<file path="src/verilog/csk_pkg.sv">
// csk_pkg: shared constants and carriers for the status and key protection block
// assumes a single processor clock; bit 0 of the status word is its leftmost bit
package csk_pkg;
  localparam int STW_W = 64;
  localparam int BLK_SHIFT = 11;
  localparam int KEY_W = 4;
  localparam int SKEY_W = 5;
  localparam int IRQ_W = 12;
  localparam int PMASK_W = 4;
  localparam int PM_LO = 36;
  localparam int PKEY_LO = 8;
  localparam int SMASK_A_LO = 0;
  localparam int SMASK_B_LO = 16;
  localparam int MCMASK_BIT = 13;
  localparam int WAIT_BIT = 14;
  localparam int PROB_BIT = 15;
  localparam int CAUSE_LO = 20;
  localparam int CAUSE_W = 12;
  localparam int ILC_LO = 32;
  localparam int CC_LO = 34;
  localparam int IA_LO = 40;
  localparam int IA_W = 24;
  localparam logic [KEY_W-1:0] KEY_ANY = 4'h0;
  localparam logic [STW_W-1:0] STW_RST = 64'h0000_0000_0000_0000;

  typedef enum logic [1:0] {
    CSK_STOPPED = 2'b00,
    CSK_OPERATE = 2'b01,
    CSK_DRAIN = 2'b10
  } csk_run_e;

  typedef struct packed {
    logic req;
    logic store;
    logic chan;
    logic internal;
    logic display_gen;
    logic [KEY_W-1:0] chan_key;
    logic [SKEY_W-1:0] skey;
  } csk_acc_s;

  typedef struct packed {
    logic stop_sw;
    logic start_sw;
    logic ext_stop;
    logic ext_start;
    logic wd_stop;
    logic ipl;
    logic cmp_eq;
    logic cmp_stop;
    logic step;
  } csk_ctl_s;
endpackage
</file>
<file path="src/verilog/csk_cpu_status.sv">
// csk_cpu_status: status word, stop/operate control and storage key checking
// assumes the pipeline reports instruction boundaries and interrupt service; storage holds keys
//
// Behaviour
// stopped: no instructions, interrupts stay pending
// stop from switch, external, compare, step, power-on
// start from switch, external start or load
// stop at instruction boundary, immediately when waiting
// service unmasked pending interrupts before stopping
// write-direct stop resets and clears pending
// interval timer frozen while stopped
// no new I/O when stopped, waiting, problem
// 2048-byte blocks carry five-bit keys
// store always checks, fetch when bit set
// comparand is status key or channel key
// keys match if equal or either zero
// key in bits 8-11; channel key reported
// instruction mismatch suppresses access, program interrupt
// I/O mismatch ends transfer, flags channel status
// only real accesses checked; internal addresses bypass
// display generator transfers never checked
// system mask bits 0-7, 16-19 gate sources
// bit 13 masks machine check, check out stays
// bit 14 wait, bit 15 problem
// bits 20-31 cause, 32-33 length code
// 34-35 condition, 36-39 mask, 40-63 address
// sync controls, latch stop until boundary
`timescale 1ns/1ps
module csk_cpu_status import csk_pkg::*; #(
  parameter int IRQ_N = IRQ_W
) (
  input wire logic clk_i, // processor clock
  input wire logic arst_n_i, // async reset, active low
  input wire csk_ctl_s ctl_i, // console and external controls
  input wire logic instr_end_i, // current instruction finished
  input wire logic stw_load_i, // load a whole new status word
  input wire logic [STW_W-1:0] stw_new_i, // new status word
  input wire logic [IRQ_N-1:0] sys_irq_i, // channel and external requests
  input wire logic mc_err_i, // malfunction detected
  input wire logic irq_taken_i, // pipeline serviced the granted interrupt
  input wire logic io_start_req_i, // program asks to start an I/O operation
  input wire csk_acc_s acc_i, // storage access to check
  output logic running_o, // element in operating state
  output logic exec_en_o, // instructions may execute
  output logic irq_take_o, // unmasked interrupt may be taken now
  output logic timer_en_o, // interval timer may update
  output logic elem_reset_o, // element reset pulse
  output logic io_start_ok_o, // new I/O operation may start
  output logic element_check_out_o, // malfunction signal
  output logic mc_irq_o, // machine check interrupt request
  output logic prot_prog_o, // program protection interruption
  output logic prot_io_o, // channel transfer terminate
  output logic access_ok_o, // access may proceed
  output logic [KEY_W-1:0] csw_key_o, // key for channel status word
  output logic [STW_W-1:0] program_status_word_o // current status word
);
  csk_ctl_s sync1_ff, sync2_ff, nxt_sync1, nxt_sync2;
  csk_run_e run_ff, nxt_run;
  logic stop_pend_ff, nxt_stop_pend;
  logic [STW_W-1:0] stw_ff, nxt_stw;
  logic [IRQ_N-1:0] pend_ff, nxt_pend;
  logic mc_pend_ff, nxt_mc_pend;
  logic prot_prog_ff, prot_io_ff, nxt_prot_prog, nxt_prot_io;
  logic [KEY_W-1:0] csw_key_ff, nxt_csw_key;
  logic [IRQ_N-1:0] smask;
  logic stop_cmd, start_cmd, waiting, problem, unmasked, check, mismatch;
  logic [KEY_W-1:0] comparand;

  // two flops per control line: console switches and remote stop lines are not timed to this clock
  always_comb begin
    nxt_sync1 = ctl_i;
    nxt_sync2 = sync1_ff;
  end
  always_ff @(posedge clk_i or negedge arst_n_i) begin
    if (!arst_n_i) begin
      sync1_ff <= '0;
      sync2_ff <= '0;
    end else begin
      sync1_ff <= nxt_sync1;
      sync2_ff <= nxt_sync2;
    end
  end

  // status word fields
  always_comb begin
    smask = {stw_ff[STW_W-1-SMASK_A_LO -: 8], stw_ff[STW_W-1-SMASK_B_LO -: 4]};
    waiting = stw_ff[STW_W-1-WAIT_BIT];
    problem = stw_ff[STW_W-1-PROB_BIT];
    unmasked = |(pend_ff & smask) || (mc_pend_ff && stw_ff[STW_W-1-MCMASK_BIT]);
    stop_cmd = sync2_ff.stop_sw || sync2_ff.ext_stop || (sync2_ff.cmp_eq && sync2_ff.cmp_stop)
               || sync2_ff.step;
    start_cmd = sync2_ff.start_sw || sync2_ff.ext_start || sync2_ff.ipl;
  end

  // run control; power-on reset lands in the stopped state
  always_comb begin
    nxt_run = run_ff;
    nxt_stop_pend = stop_pend_ff || stop_cmd;
    unique case (run_ff)
      CSK_STOPPED: begin
        nxt_stop_pend = 1'b0;
        if (start_cmd) nxt_run = CSK_OPERATE;
      end
      CSK_OPERATE: begin
        if (nxt_stop_pend && (instr_end_i || waiting)) nxt_run = CSK_DRAIN;
      end
      CSK_DRAIN: begin
        // the status swap itself is the pipeline's job; here the stop is only held back
        if (!unmasked) begin
          nxt_run = CSK_STOPPED;
          nxt_stop_pend = 1'b0;
        end
      end
      default: nxt_run = CSK_STOPPED;
    endcase
    if (sync2_ff.wd_stop) begin
      nxt_run = CSK_STOPPED;
      nxt_stop_pend = 1'b0;
    end
  end
  always_ff @(posedge clk_i or negedge arst_n_i) begin
    if (!arst_n_i) begin
      run_ff <= CSK_STOPPED;
      stop_pend_ff <= 1'b0;
    end else begin
      run_ff <= nxt_run;
      stop_pend_ff <= nxt_stop_pend;
    end
  end

  // pending requests: arrivals win over service clear
  always_comb begin
    nxt_pend = pend_ff;
    nxt_mc_pend = mc_pend_ff;
    nxt_stw = stw_ff;
    if (irq_taken_i && irq_take_o) begin
      nxt_pend = pend_ff & ~smask;
      if (stw_ff[STW_W-1-MCMASK_BIT]) nxt_mc_pend = 1'b0;
    end
    nxt_pend = nxt_pend | sys_irq_i;
    nxt_mc_pend = nxt_mc_pend | mc_err_i;
    if (stw_load_i) nxt_stw = stw_new_i;
    // a request arriving in the clearing cycle is kept, so set wins over the discard
    if (sync2_ff.wd_stop) begin
      nxt_pend = sys_irq_i;
      nxt_mc_pend = mc_err_i;
      nxt_stw = STW_RST;
    end
  end
  always_ff @(posedge clk_i or negedge arst_n_i) begin
    if (!arst_n_i) begin
      pend_ff <= '0;
      mc_pend_ff <= 1'b0;
      stw_ff <= STW_RST;
    end else begin
      pend_ff <= nxt_pend;
      mc_pend_ff <= nxt_mc_pend;
      stw_ff <= nxt_stw;
    end
  end

  // key check; internal and display-generator accesses bypass it
  always_comb begin
    comparand = acc_i.chan ? acc_i.chan_key : stw_ff[STW_W-1-PKEY_LO -: KEY_W];
    check = acc_i.req && !acc_i.internal && !acc_i.display_gen
            && (acc_i.store || acc_i.skey[0]);
    mismatch = check && acc_i.skey[SKEY_W-1 -: KEY_W] != comparand
               && acc_i.skey[SKEY_W-1 -: KEY_W] != KEY_ANY && comparand != KEY_ANY;
    nxt_prot_prog = mismatch && !acc_i.chan;
    nxt_prot_io = mismatch && acc_i.chan;
    nxt_csw_key = (acc_i.req && acc_i.chan) ? acc_i.chan_key : csw_key_ff;
  end
  always_ff @(posedge clk_i or negedge arst_n_i) begin
    if (!arst_n_i) begin
      prot_prog_ff <= 1'b0;
      prot_io_ff <= 1'b0;
      csw_key_ff <= '0;
    end else begin
      prot_prog_ff <= nxt_prot_prog;
      prot_io_ff <= nxt_prot_io;
      csw_key_ff <= nxt_csw_key;
    end
  end

  always_comb begin
    running_o = run_ff != CSK_STOPPED;
    exec_en_o = run_ff == CSK_OPERATE && !waiting;
    irq_take_o = running_o && unmasked && !sync2_ff.wd_stop;
    timer_en_o = running_o;
    elem_reset_o = sync2_ff.wd_stop;
    io_start_ok_o = io_start_req_i && run_ff == CSK_OPERATE && !waiting && !problem;
    element_check_out_o = mc_err_i;
    mc_irq_o = mc_pend_ff && stw_ff[STW_W-1-MCMASK_BIT] && running_o;
    access_ok_o = acc_i.req && !mismatch;
    prot_prog_o = prot_prog_ff;
    prot_io_o = prot_io_ff;
    csw_key_o = csw_key_ff;
    program_status_word_o = stw_ff;
  end

  // run control, status word and interrupt mask checks
  a_stop_no_exec: assert property (@(posedge clk_i) disable iff (!arst_n_i)
    run_ff == CSK_STOPPED |-> !exec_en_o && !irq_take_o)
    else $error("executing while stopped");
  a_pend_kept: assert property (@(posedge clk_i) disable iff (!arst_n_i)
    run_ff == CSK_STOPPED && !sync2_ff.wd_stop |=> (pend_ff & $past(pend_ff)) == $past(pend_ff))
    else $error("pending request lost while stopped");
  a_stop_boundary: assert property (@(posedge clk_i) disable iff (!arst_n_i)
    $past(run_ff) == CSK_OPERATE && $past(stop_pend_ff) && !$past(instr_end_i)
    && !$past(waiting) && !$past(sync2_ff.wd_stop) |-> run_ff == CSK_OPERATE)
    else $error("stopped mid instruction");
  a_wait_stop: assert property (@(posedge clk_i) disable iff (!arst_n_i)
    run_ff == CSK_OPERATE && stop_pend_ff && waiting && !sync2_ff.wd_stop |=> run_ff == CSK_DRAIN)
    else $error("stop while waiting delayed");
  a_stop_latch: assert property (@(posedge clk_i) disable iff (!arst_n_i)
    run_ff == CSK_OPERATE && stop_cmd |=> stop_pend_ff || run_ff == CSK_STOPPED)
    else $error("stop request not latched");
  a_start_cmd: assert property (@(posedge clk_i) disable iff (!arst_n_i)
    run_ff == CSK_STOPPED && start_cmd && !sync2_ff.wd_stop |=> run_ff == CSK_OPERATE)
    else $error("start ignored");
  a_no_irq_start: assert property (@(posedge clk_i) disable iff (!arst_n_i)
    run_ff == CSK_STOPPED && !start_cmd |=> run_ff == CSK_STOPPED)
    else $error("started without a start command");
  a_drain_first: assert property (@(posedge clk_i) disable iff (!arst_n_i)
    run_ff == CSK_DRAIN && unmasked && !sync2_ff.wd_stop |=> run_ff == CSK_DRAIN)
    else $error("stopped with unmasked pending");
  a_drain_take: assert property (@(posedge clk_i) disable iff (!arst_n_i)
    run_ff == CSK_DRAIN && unmasked && !sync2_ff.wd_stop |-> irq_take_o)
    else $error("pending request not offered before stop");
  a_drain_exit: assert property (@(posedge clk_i) disable iff (!arst_n_i)
    run_ff == CSK_DRAIN && !unmasked |=> run_ff == CSK_STOPPED)
    else $error("drain did not end");
  a_wd_clear: assert property (@(posedge clk_i) disable iff (!arst_n_i)
    sync2_ff.wd_stop |=> run_ff == CSK_STOPPED && mc_pend_ff == $past(mc_err_i) && pend_ff == $past(sys_irq_i))
    else $error("write-direct stop not applied");
  a_wd_no_irq: assert property (@(posedge clk_i) disable iff (!arst_n_i)
    sync2_ff.wd_stop |-> !irq_take_o && elem_reset_o)
    else $error("interrupt offered during write-direct stop");
  a_timer_frozen: assert property (@(posedge clk_i) disable iff (!arst_n_i)
    timer_en_o == (run_ff != CSK_STOPPED))
    else $error("timer runs while stopped");
  a_io_gate: assert property (@(posedge clk_i) disable iff (!arst_n_i)
    io_start_ok_o |-> !problem && !waiting && run_ff == CSK_OPERATE)
    else $error("io start in wrong state");
  a_exec_wait: assert property (@(posedge clk_i) disable iff (!arst_n_i)
    waiting |-> !exec_en_o)
    else $error("executing while waiting");
  a_stw_load: assert property (@(posedge clk_i) disable iff (!arst_n_i)
    stw_load_i && !sync2_ff.wd_stop |=> program_status_word_o == $past(stw_new_i))
    else $error("status word load lost");
  a_mask_gate: assert property (@(posedge clk_i) disable iff (!arst_n_i)
    irq_take_o && !mc_irq_o |-> (pend_ff & smask) != '0)
    else $error("masked source offered");
  a_mc_mask: assert property (@(posedge clk_i) disable iff (!arst_n_i)
    mc_err_i && !stw_ff[STW_W-1-MCMASK_BIT] && !stw_load_i && !sync2_ff.wd_stop
    |-> element_check_out_o ##1 (mc_pend_ff && !mc_irq_o))
    else $error("machine check mask wrong");
  a_mc_open: assert property (@(posedge clk_i) disable iff (!arst_n_i)
    mc_err_i && stw_ff[STW_W-1-MCMASK_BIT] && run_ff == CSK_OPERATE && !stw_load_i && !sync2_ff.wd_stop
    |=> mc_irq_o)
    else $error("unmasked machine check not raised");
  // key checking
  a_zero_key: assert property (@(posedge clk_i) disable iff (!arst_n_i)
    acc_i.req && (comparand == KEY_ANY || acc_i.skey[SKEY_W-1 -: KEY_W] == KEY_ANY) |-> access_ok_o)
    else $error("zero key refused");
  a_key_refuse: assert property (@(posedge clk_i) disable iff (!arst_n_i)
    acc_i.req && acc_i.store && !acc_i.internal && !acc_i.display_gen && comparand != KEY_ANY
    && acc_i.skey[SKEY_W-1 -: KEY_W] != KEY_ANY && acc_i.skey[SKEY_W-1 -: KEY_W] != comparand
    |-> !access_ok_o)
    else $error("mismatching store allowed");
  a_fetch_free: assert property (@(posedge clk_i) disable iff (!arst_n_i)
    acc_i.req && !acc_i.store && !acc_i.skey[0] |-> access_ok_o)
    else $error("unprotected fetch refused");
  a_proc_key: assert property (@(posedge clk_i) disable iff (!arst_n_i)
    acc_i.req && !acc_i.chan
    && acc_i.skey[SKEY_W-1 -: KEY_W] == stw_ff[STW_W-1-PKEY_LO -: KEY_W] |-> access_ok_o)
    else $error("status key refused");
  a_chan_key: assert property (@(posedge clk_i) disable iff (!arst_n_i)
    acc_i.req && acc_i.chan && acc_i.skey[SKEY_W-1 -: KEY_W] == acc_i.chan_key |-> access_ok_o)
    else $error("channel key refused");
  a_csw_key: assert property (@(posedge clk_i) disable iff (!arst_n_i)
    acc_i.req && acc_i.chan |=> csw_key_o == $past(acc_i.chan_key))
    else $error("channel key not kept");
  a_prog_flag: assert property (@(posedge clk_i) disable iff (!arst_n_i)
    acc_i.req && !acc_i.chan && !access_ok_o |=> prot_prog_o && !prot_io_o)
    else $error("program protection not flagged");
  a_io_flag: assert property (@(posedge clk_i) disable iff (!arst_n_i)
    acc_i.req && acc_i.chan && !access_ok_o |=> prot_io_o && !prot_prog_o)
    else $error("channel protection not flagged");
  a_bypass: assert property (@(posedge clk_i) disable iff (!arst_n_i)
    acc_i.req && (acc_i.internal || acc_i.display_gen) |=> !prot_prog_o && !prot_io_o)
    else $error("bypass access flagged");
  a_bypass_ok: assert property (@(posedge clk_i) disable iff (!arst_n_i)
    acc_i.req && (acc_i.internal || acc_i.display_gen) |-> access_ok_o)
    else $error("bypass access refused");
  a_no_req_flag: assert property (@(posedge clk_i) disable iff (!arst_n_i)
    !acc_i.req |=> !prot_prog_o && !prot_io_o)
    else $error("flag without access");
  c_stop_drain: cover property (@(posedge clk_i) disable iff (!arst_n_i)
    run_ff == CSK_DRAIN ##1 run_ff == CSK_STOPPED);
  c_start: cover property (@(posedge clk_i) disable iff (!arst_n_i)
    run_ff == CSK_STOPPED ##1 run_ff == CSK_OPERATE);
  c_prot_io: cover property (@(posedge clk_i) disable iff (!arst_n_i) prot_io_o);
  c_prot_prog: cover property (@(posedge clk_i) disable iff (!arst_n_i) prot_prog_o);
  c_wd_stop: cover property (@(posedge clk_i) disable iff (!arst_n_i)
    sync2_ff.wd_stop && running_o);
endmodule // csk_cpu_status

</file>
<file path="config.mk">
export PLATFORM = sky130hd
export DESIGN_NAME = csk_cpu_status
export DESIGN_NICKNAME = d
export VERILOG_FILES = /design/src/verilog/csk_pkg.sv /design/src/verilog/csk_cpu_status.sv
export SDC_FILE = /design/constraint.sdc
export NUM_CORES = 1
export LEC_CHECK = 0
export BUFFER_PORTS_ARGS = -buffer_cell sky130_fd_sc_hd__buf_4
export CELL_PAD_IN_SITES_DETAIL_PLACEMENT = 0
export CELL_PAD_IN_SITES_GLOBAL_PLACEMENT = 1
export CORE_MARGIN = 2
export CORE_UTILIZATION = 39
export DETAILED_ROUTE_END_ITERATION = 12
export GPL_TIMING_DRIVEN = 0
export PLACE_DENSITY = 0.89
export SLEW_MARGIN = 0
export SYNTH_ARGS = -nofsm -noshare
export SYNTH_HDL_FRONTEND = slang
export SYNTH_SLANG_ARGS = --single-unit
</file>
<file path="constraint.sdc">
create_clock -name clk_i -period 3.25 [get_ports clk_i]
set_input_delay 0.65 -clock clk_i [delete_from_list [all_inputs] [get_ports clk_i]]
set_output_delay 0.65 -clock clk_i [all_outputs]
set_load 0.01 [all_outputs]
</file>
==> reports/summary.txt, run 1 <==
PwrDens = 479 nW/µm²
TritonRoute pass-1 iters = 4
Clk buf depth = 2
Worst Setup End Kind = output pin
Internal = 2.16 mW
Syn_area_per_cell = 12.6 µm²
Reg-to-reg startpoint = program_status_word_o[47]
Die area = 11600 µm²
Vias per inst = 4.94
Hold_ws = 0.353 ns
Total Routing Usage GR = 0.183
Worst-margin pin slew = 0.923 ns
CTS H-tree depth = 3
Vias in the first global route = 3306
Resize count post-CTS = 0
Synthesized flop and latch total = 104
1st-iter DRT viols = 104
RSZ-0062 raised after global routing = no
Worst Setup Start Kind = flop
Share of cells above drive strength 1 = 0.422
Seq/Total Area, Yosys = 0.620
Total grt overflow = 0
Status = complete, no violations
Post-route DRC = 0
# nets final = 631
Number of synthesized flops with an enable pin = 0
FF-to-FF path depth = 5
Clock tree root driver cell = clkbuf_8
Most common cell after layout, fill and taps aside = buf_4
Final Hold Fails = 0
Commonest non-fill, non-tap cells in the layout = buf_4 (183), dfrtp_1 (104), mux2i_1 (68), nor2_1 (65), o2111ai_1 (14)
Power share of the clock group = 0.333
Cts bufs inserted = 9
Max frequency = 353 MHz
Area leader, netlist = dfrtp_1
Clock sink count = 104
Area of the multi-input gates = 1470 µm²
Largest net degree at the start of global routing = 105
Routed WL per cell = 16.0 µm
Register area = 2600 µm²
CTS tree = built
Final wirelength = 10700 µm
HPWL Detailed = 7900 µm
Antenna diodes = 0
Leakage power = 3.06 nW
CORE AREA = 10400 µm²
Net switching power = 0.709 mW
Syn Nets = 438
CTS Hold Bufs = 0
Final period util = 0.872
Mapped cell area = 4200 µm²
Slew headroom = 0.385
Pwr Total = 2.87 mW
Slew Viols, Final = 0
Later-pin clock latency in the skew report = 0.35 ns
Post-synth top area share = 0.620
Crit path to = irq_take_o
Max_cap viols = 0
Die W = 108 µm
# IOs = 185
R2R setup slack = 1.38 ns
Initial antenna violation count = 0
Gate power share = 0.171
CP Data Required Time = 2.60 ns
Cells after synthesis = 332
Die H = 108 µm
Fillcell total = 923
Reg2reg end = pend_ff[4]
CP max FO = 10
Initial Utilization = 0.405
Sw frac = 0.247
Post-DRT Antenna Nets = 0
DR vias = 3286
Ranking of synthesized cells by area = dfrtp_1 (62%), mux2i_1 (16%), nor2_1 (5.8%), o2111ai_1 (2.9%), a31o_1 (1.5%)
Final min period = 2.83 ns
Number of post-CTS setup repair buffers = 0
Clock skew = 0.0102 ns
Clock slew at reported path FFs = 0.10 ns
IO Port Bufs = 182
First-pass GRT wire length = 16400 µm
Maximum vdd drop = 0.261 mV
Setup Crit Path Kind = flop to output pin
Yosys Warn Count = 0
Total negative slack = 0 ns
Synth cell types = 33
Top_reg_cell synth = dfrtp_1
Asr flop ratio synth = 1.00
GPL Wtd Cong = 0.726
Reg power frac = 0.497
# rows = 37
Crit. Startpoint = program_status_word_o[47]
Area grow syn2layout = 42.5%
Final setup viols = 0
Hold WC Path Type = flop to flop
Crit path DAT = 2.18 ns
critical path, cell delays in order, from the launching register on:
cell      delay (ns)
dfrtp_1         0.45
a222oi_1        0.52
nand3_2         0.26
buf_6           0.22
o21ai_0         0.16
nor2_1          0.07
buf_4           0.16
sequential cells by signal, summed over array words and instances (netlist names), 2 cells and up:
| signal | flops |
|---|---|
| pend_ff | 12 |
| csw_key_o | 4 |
| sync2_ff | 8 |
| run_ff | 2 |
| nxt_sync2 | 9 |
| program_status_word_o | 64 |
through the flow:
stage	std cells	setup slack [ns]	instance area, µm²	util
final	665	0.417	5980	0.577
after global routing	665	0.262	5980	0.577
after CTS	665	0.422	5980	0.576
after detailed placement	650	0.738	5740	0.553
after global placement	650	0.740	5740	0.553
after floorplan	332	0.921	4200	-
logic make-up (layout without fill, tap and decap cells):
family | after synthesis | after routing | share of synthesized area
xor gates and xnor gates | 4 | 4 | 0.00834
DFF | 104 | 104 | 0.620
AOI/OAI and AO/OA | 42 | 42 | 0.0810
and+or+nand+nor | 84 | 84 | 0.0882
buffers and inverters | 26 | 223 | 0.0298
muxes | 72 | 72 | 0.173
cells in the mapped netlist, drive strengths merged, types with 2 or more instances:
library cell,instances
a22oi,5
nor3b,3
mux2,4
o21ai,3
nand3,2
o211ai,2
nor3,3
dfrtp,104
buf,15
mux2i,68
nand2,2
clkbuf,9
nor4,4
a21oi,2
a31o,13
nor2,65
xnor2,4
o2111ai,14
inv,2
metal layers:
metal / track usage / share of wire / up-vias
li1: - / - / 1563
met1: 0.239 / 0.43 / 1589
met2: 0.293 / 0.48 / 124
met3: 0.0436 / 0.076 / 10
met4: 0.0714 / 0.014 / 0
met5: 0 / 0 / -
power by group through the flow:
stage	sequential, mW	combinational [mW]	clock, mW
2_1_floorplan	1.47	0.196	0
3_3_place_gp	1.45	0.485	0
3_5_place_dp	1.45	0.497	0
4_1_cts	1.42	0.498	0.977
5_1_grt	1.44	0.538	1.03
6_report	1.42	0.489	0.953
area by class of cell:
cell class / instances / share of cell area
clock inverters: 5 / 0.0176
well taps: 136 / 0.0284
flip-flops and latches: 104 / 0.435
inverters: 2 / 0.00125
clock buffers: 10 / 0.0230
plain buffers: 24 / 0.0197
repair buffers: 182 / 0.229
multi-input cells: 202 / 0.246
worst min-delay path by stage:
stage / start / end / cells past startpoint
after global placement: nxt_sync2[4] / elem_reset_o / 0
after floorplan: nxt_sync2[4] / elem_reset_o / 0
after global routing: nxt_sync2[0] / sync2_ff[0] / 0
after CTS: nxt_sync2[0] / sync2_ff[0] / 0
after detailed placement: nxt_sync2[3] / sync2_ff[3] / 0
final: nxt_sync2[0] / sync2_ff[0] / 0
No activity file was read; power rests on OpenSTA's default activity.
==> inputs of run 2 (changes only) <==
--- a/config.mk
+++ b/config.mk
@@ -6,13 +6,14 @@
 export NUM_CORES = 1
 export LEC_CHECK = 0
 export BUFFER_PORTS_ARGS = -buffer_cell sky130_fd_sc_hd__buf_4
-export CELL_PAD_IN_SITES_DETAIL_PLACEMENT = 0
-export CELL_PAD_IN_SITES_GLOBAL_PLACEMENT = 1
+export CAP_MARGIN = 20
+export CELL_PAD_IN_SITES_DETAIL_PLACEMENT = 1
+export CELL_PAD_IN_SITES_GLOBAL_PLACEMENT = 2
 export CORE_MARGIN = 2
-export CORE_UTILIZATION = 39
+export CORE_UTILIZATION = 31
 export DETAILED_ROUTE_END_ITERATION = 12
 export GPL_TIMING_DRIVEN = 0
-export PLACE_DENSITY = 0.89
+export PLACE_DENSITY = 0.88
 export SLEW_MARGIN = 0
 export SYNTH_ARGS = -nofsm -noshare
 export SYNTH_HDL_FRONTEND = slang
==> run 2 against run 1 <==
Worst setup slack better by 0.071 ns. Sequential share of layout area is 1.0 points lower. Worst hold slack worse by 0.085 ns. Critical path type unchanged. Core utilization is 11 points lower. Non-clock buffer count is 1 higher. Combinational power is 2% higher. Critical path depth is 1 lower. Clock skew is 0.0030 ns lower. Via count is 3.2% higher.
==> reports/summary.txt, run 2 (synthesized netlist as in run 1, its figures left out) <==
GPL Wtd Cong = 0.732
Final setup viols = 0
Crit path DAT = 2.11 ns
Resize count post-CTS = 0
Fillcell total = 1449
Die area = 14500 µm²
Total Routing Usage GR = 0.166
Status = complete, no violations
Largest net degree at the start of global routing = 70
Largest register FFs = 64
DR vias = 3392
Worst Setup End Kind = output pin
RSZ-0062 raised after global routing = no
CTS tree = built
Clock tree root driver cell = clkbuf_16
Die H = 120 µm
Initial antenna violation count = 0
Post-DRT Antenna Nets = 0
Clock skew = 0.00720 ns
Worst Setup Start Kind = flop
WP buf/inv = 4
Hold_ws = 0.268 ns
FF-to-FF path depth = 5
Delay of the slowest critical-path stage = 0.51 ns
Antenna diodes = 0
Final min period = 2.76 ns
Commonest non-fill, non-tap cells in the layout = buf_4 (184), dfrtp_1 (104), mux2i_1 (68), nor2_1 (65), o2111ai_1 (14)
Later-pin clock latency in the skew report = 0.34 ns
# IOs = 185
IO Port Bufs = 182
Slew Viols, Final = 0
First-pass GRT wire length = 18900 µm
CP Data Required Time = 2.60 ns
Maximum vdd drop = 0.293 mV
Total negative slack = 0 ns
Finished Core Util = 0.463
Final non-filler cell total = 707
Hold WC Path Type = input port to asynchronous set/reset pin
Placement-stage cell area = 5810 µm²
R2R setup slack = 1.47 ns
Final worst-path setup slack = 0.488 ns
Clock sink count = 104
Clock slew at reported path FFs = 0.07 ns
Final wirelength = 12000 µm
Final period util = 0.850
Most frequent CP cell = clkbuf_1
Crit. Startpoint = elem_reset_o
Cts bufs inserted = 9
Vias in the first global route = 3585
Crit path to = irq_take_o
Share of cells above drive strength 1 = 0.422
CP delay by family, top = buffers and inverters
Design area = 6130 µm²
DP Cell Count = 691
CTS H-tree depth = 3
HPWL Detailed = 8910 µm
Pwr Total = 3.07 mW
Reg-to-reg startpoint = program_status_word_o[47]
Critical Path, Cell by Cell = clkbuf_1 -> clkbuf_1 -> buf_1 -> nor2_1 -> buf_4
Vias per inst = 4.80
Routed WL per cell = 16.9 µm
# rows = 42
Post-route DRC = 0
CP max FO = 10
Initial Utilization = 0.317
CTS Hold Bufs = 0
WP depth = 5
Leakage power = 3.11 nW
Critical path's slowest cell = clkbuf_1
Number of post-CTS setup repair buffers = 0
Slew headroom = 0.598
Reg2reg end = stop_pend_ff
Area grow syn2layout = 45.9%
Dpl ws = 0.668 ns
Most common cell after layout, fill and taps aside = buf_4
Worst-margin pin slew = 0.603 ns
Setup Crit Path Kind = flop to output pin
Final Hold Fails = 0
1st-iter DRT viols = 114
Max_cap viols = 0
PwrDens = 501 nW/µm²
Clk buf depth = 2
# nets final = 632
TritonRoute pass-1 iters = 4
CORE AREA = 13200 µm²
Total grt overflow = 0
Die W = 120 µm
Max frequency = 362 MHz
==> run 2: cell types whose count changed in the layout (fill, tap and decap cells not counted) <==
cell,delta
buf_16,+1
buf_4,+1
buf_6,-1
bufinv_16,-1
clkbuf_1,+1
clkbuf_16,+9
clkbuf_8,-10
clkinv_2,+3
clkinv_4,+1
clkinvlp_4,-2
==> run 2: final cells by class <==
type / count / area, µm² / share of cell area
Sequential cell: 104 / 2600 / 0.425
Multi-Input combinational cell: 202 / 1470 / 0.240
Timing Repair Buffer: 183 / 1390 / 0.228
Clock buffer: 10 / 229 / 0.0374
Tap cell: 176 / 220 / 0.0359
Buffer: 24 / 118 / 0.0192
Clock inverter: 6 / 83.8 / 0.0137
Inverter: 2 / 7.51 / 0.00123
==> run 2: worst min-delay path by stage <==
stage	endpoint	slack, ns	depth (start not counted)
4_1_cts	program_status_word_o[1]	0.28	1
3_3_place_gp	sync2_ff[1]	0.34	0
3_5_place_dp	sync2_ff[7]	0.34	0
2_1_floorplan	elem_reset_o	0.33	0
5_1_grt	program_status_word_o[7]	0.30	1
6_report	program_status_word_o[1]	0.27	1
==> run 2: metal layers <==
metal / GRT usage / part of all wire / up-vias
li1: - / - / 1567
met5: 0 / 0 / -
met3: 0.0462 / 0.075 / 11
met2: 0.277 / 0.48 / 126
met1: 0.209 / 0.43 / 1688
met4: 0.0531 / 0.013 / 0
==> run 2: power breakdown <==
part           leakage (nW)  internal [mW]  total (mW)  switching, mW
clock                 0.156          0.673        1.15          0.473
sequential             1.31           1.37        1.43         0.0527
combinational          1.64          0.259       0.499          0.240
==> inputs of run 3 (changes only) <==
--- a/config.mk
+++ b/config.mk
@@ -10,10 +10,10 @@
 export CELL_PAD_IN_SITES_DETAIL_PLACEMENT = 1
 export CELL_PAD_IN_SITES_GLOBAL_PLACEMENT = 2
 export CORE_MARGIN = 2
-export CORE_UTILIZATION = 31
+export CORE_UTILIZATION = 29
 export DETAILED_ROUTE_END_ITERATION = 12
 export GPL_TIMING_DRIVEN = 0
-export PLACE_DENSITY = 0.88
+export PLACE_DENSITY = 0.83
 export SLEW_MARGIN = 0
 export SYNTH_ARGS = -nofsm -noshare
 export SYNTH_HDL_FRONTEND = slang
==> constraint.sdc (replaced) <==
create_clock -name clk_i -period 2.55 [get_ports clk_i]
set_input_delay 0.51 -clock clk_i [delete_from_list [all_inputs] [get_ports clk_i]]
set_output_delay 0.51 -clock clk_i [all_outputs]
set_load 0.01 [all_outputs]
==> run 3 against run 2 <==
Power up 24%. Wire length up 1.3%. Sequential power up 27%. Register-to-register slack worse by 0.70 ns. Critical endpoint is now mc_irq_o. Via count down 0.68%. Die area up 6.7%. Clock skew up 0.0010 ns. Critical path depth unchanged. Combinational power up 30%.
==> reports/summary.txt, run 3 (synthesized netlist as in run 1, its figures left out) <==
Status = complete, no violations
Maximum vdd drop = 0.291 mV
Worst-margin pin slew = 0.583 ns
Worst Setup Start Kind = flop
Share of cells above drive strength 1 = 0.427
Design area = 6120 µm²
Area grow syn2layout = 45.7%
CTS H-tree depth = 3
Setup Crit Path Kind = flop to output pin
Commonest non-fill, non-tap cells in the layout = buf_4 (186), dfrtp_1 (103), mux2i_1 (68), nor2_1 (65), o2111ai_1 (14)
Vias per inst = 4.75
Clock skew = 0.00820 ns
# rows = 43
Crit path DAT = 1.86 ns
CP Data Required Time = 2.04 ns
Leakage power = 3.10 nW
# nets final = 633
Crit. Startpoint = run_ff[1]
Total Routing Usage GR = 0.157
Delay of the slowest critical-path stage = 0.42 ns
Post-route DRC = 0
Routed WL per cell = 17.1 µm
Total grt overflow = 0
Largest register FFs = 64
Slew headroom = 0.612
Largest net degree at the start of global routing = 68
TritonRoute pass-1 iters = 4
CTS tree = built
Initial Utilization = 0.300
Total negative slack = 0 ns
1st-iter DRT viols = 98
PwrDens = 622 nW/µm²
RSZ-0062 raised after global routing = no
Clock slew at reported path FFs = 0.07 ns
Max frequency = 421 MHz
Initial antenna violation count = 0
Vias in the first global route = 3709
Clock sink count = 104
Cts bufs inserted = 9
Reg-to-reg startpoint = program_status_word_o[47]
Max_cap viols = 0
GPL Wtd Cong = 0.727
Critical Path, Cell by Cell = or2_2 -> clkbuf_1 -> buf_2 -> and3_1 -> buf_4
Final min period = 2.37 ns
Final Hold Fails = 0
CP max FO = 11
Final wirelength = 12100 µm
Antenna diodes = 0
Post-DRT Antenna Nets = 0
Critical path's slowest cell = dfrtp_1
HPWL Detailed = 9280 µm
Clock tree root driver cell = clkbuf_16
Hold WC Path Type = input port to asynchronous set/reset pin
IO Port Bufs = 182
Worst Setup End Kind = output pin
Die W = 124 µm
Most common cell after layout, fill and taps aside = buf_4
Final setup viols = 0
Final period util = 0.931
DR vias = 3369
Placement-stage cell area = 5820 µm²
Later-pin clock latency in the skew report = 0.34 ns
Die H = 124 µm
Slew Viols, Final = 0
# IOs = 185
Die area = 15500 µm²
CORE AREA = 14000 µm²
First-pass GRT wire length = 19400 µm
Clk buf depth = 2
==> run 3: worst paths after layout <==
path	to	slack [ns]	cells after the start
setup / recovery	mc_irq_o	0.18	5
hold / removal	prot_io_o	0.13	1
setup reg to reg	stop_pend_ff	0.77	6
hold reg to reg	sync2_ff[7]	0.35	0
max in group asynchronous	pend_ff[11]	1.68	2
min in group clk_i	nxt_sync2[6]	0.28	1
==> run 3: area by class of cell <==
cell class	count	area (µm²)
multi-input cells	202	1480
fillers	1549	7870
inverters	2	7.51
clock inverters	1	30.0
well taps	180	225
plain buffers	23	115
flip-flops and latches	104	2600
clock buffers	12	246
repair buffers	185	1410
==> run 3: power by group <==
part	internal (mW)	switching, mW
combinational	0.338	0.309
sequential	1.75	0.0681
clock	0.773	0.563
total	2.86	0.940
==> run 3: per-stage QoR <==
step	util	std cells	total power [mW]	hold WS (ns)	worst slack, ns
detailed placement	0.416	695	2.50	0.337	0.240
CTS	0.436	709	3.87	0.146	0.00532
floorplan	-	332	2.12	0.214	0.501
global placement	0.414	694	2.47	0.333	0.269
finish	0.437	709	3.80	0.135	0.177
global route	0.437	709	3.99	0.171	0.0158
==> run 3: what timing repair did <==
action                                  CTS  global route
endpoints found under the hold margin     0             0
endpoints found under the setup margin    1             1
gates cloned                              0             0
hold buffers                              0             0
setup buffers                             1             1
pin swaps                                 2             2
resized for setup                         1             4
==> run 3: critical path: cells and delay by family (launching register included) <==
family,cells,cell delay (ns)
buffers and inverters,3,0.57
and+or+nand+nor,2,0.53
DFF,1,0.42
==> run 3: routing by layer <==
| metal | global-route usage | vias to the layer above | routed length, µm |
|---|---|---|---|
| met5 | 0 | - | 0 |
| met4 | 0.0535 | 0 | 205 |
| met3 | 0.0498 | 15 | 961 |
| met2 | 0.260 | 126 | 5830 |
| met1 | 0.194 | 1662 | 5110 |
| li1 | - | 1566 | - |
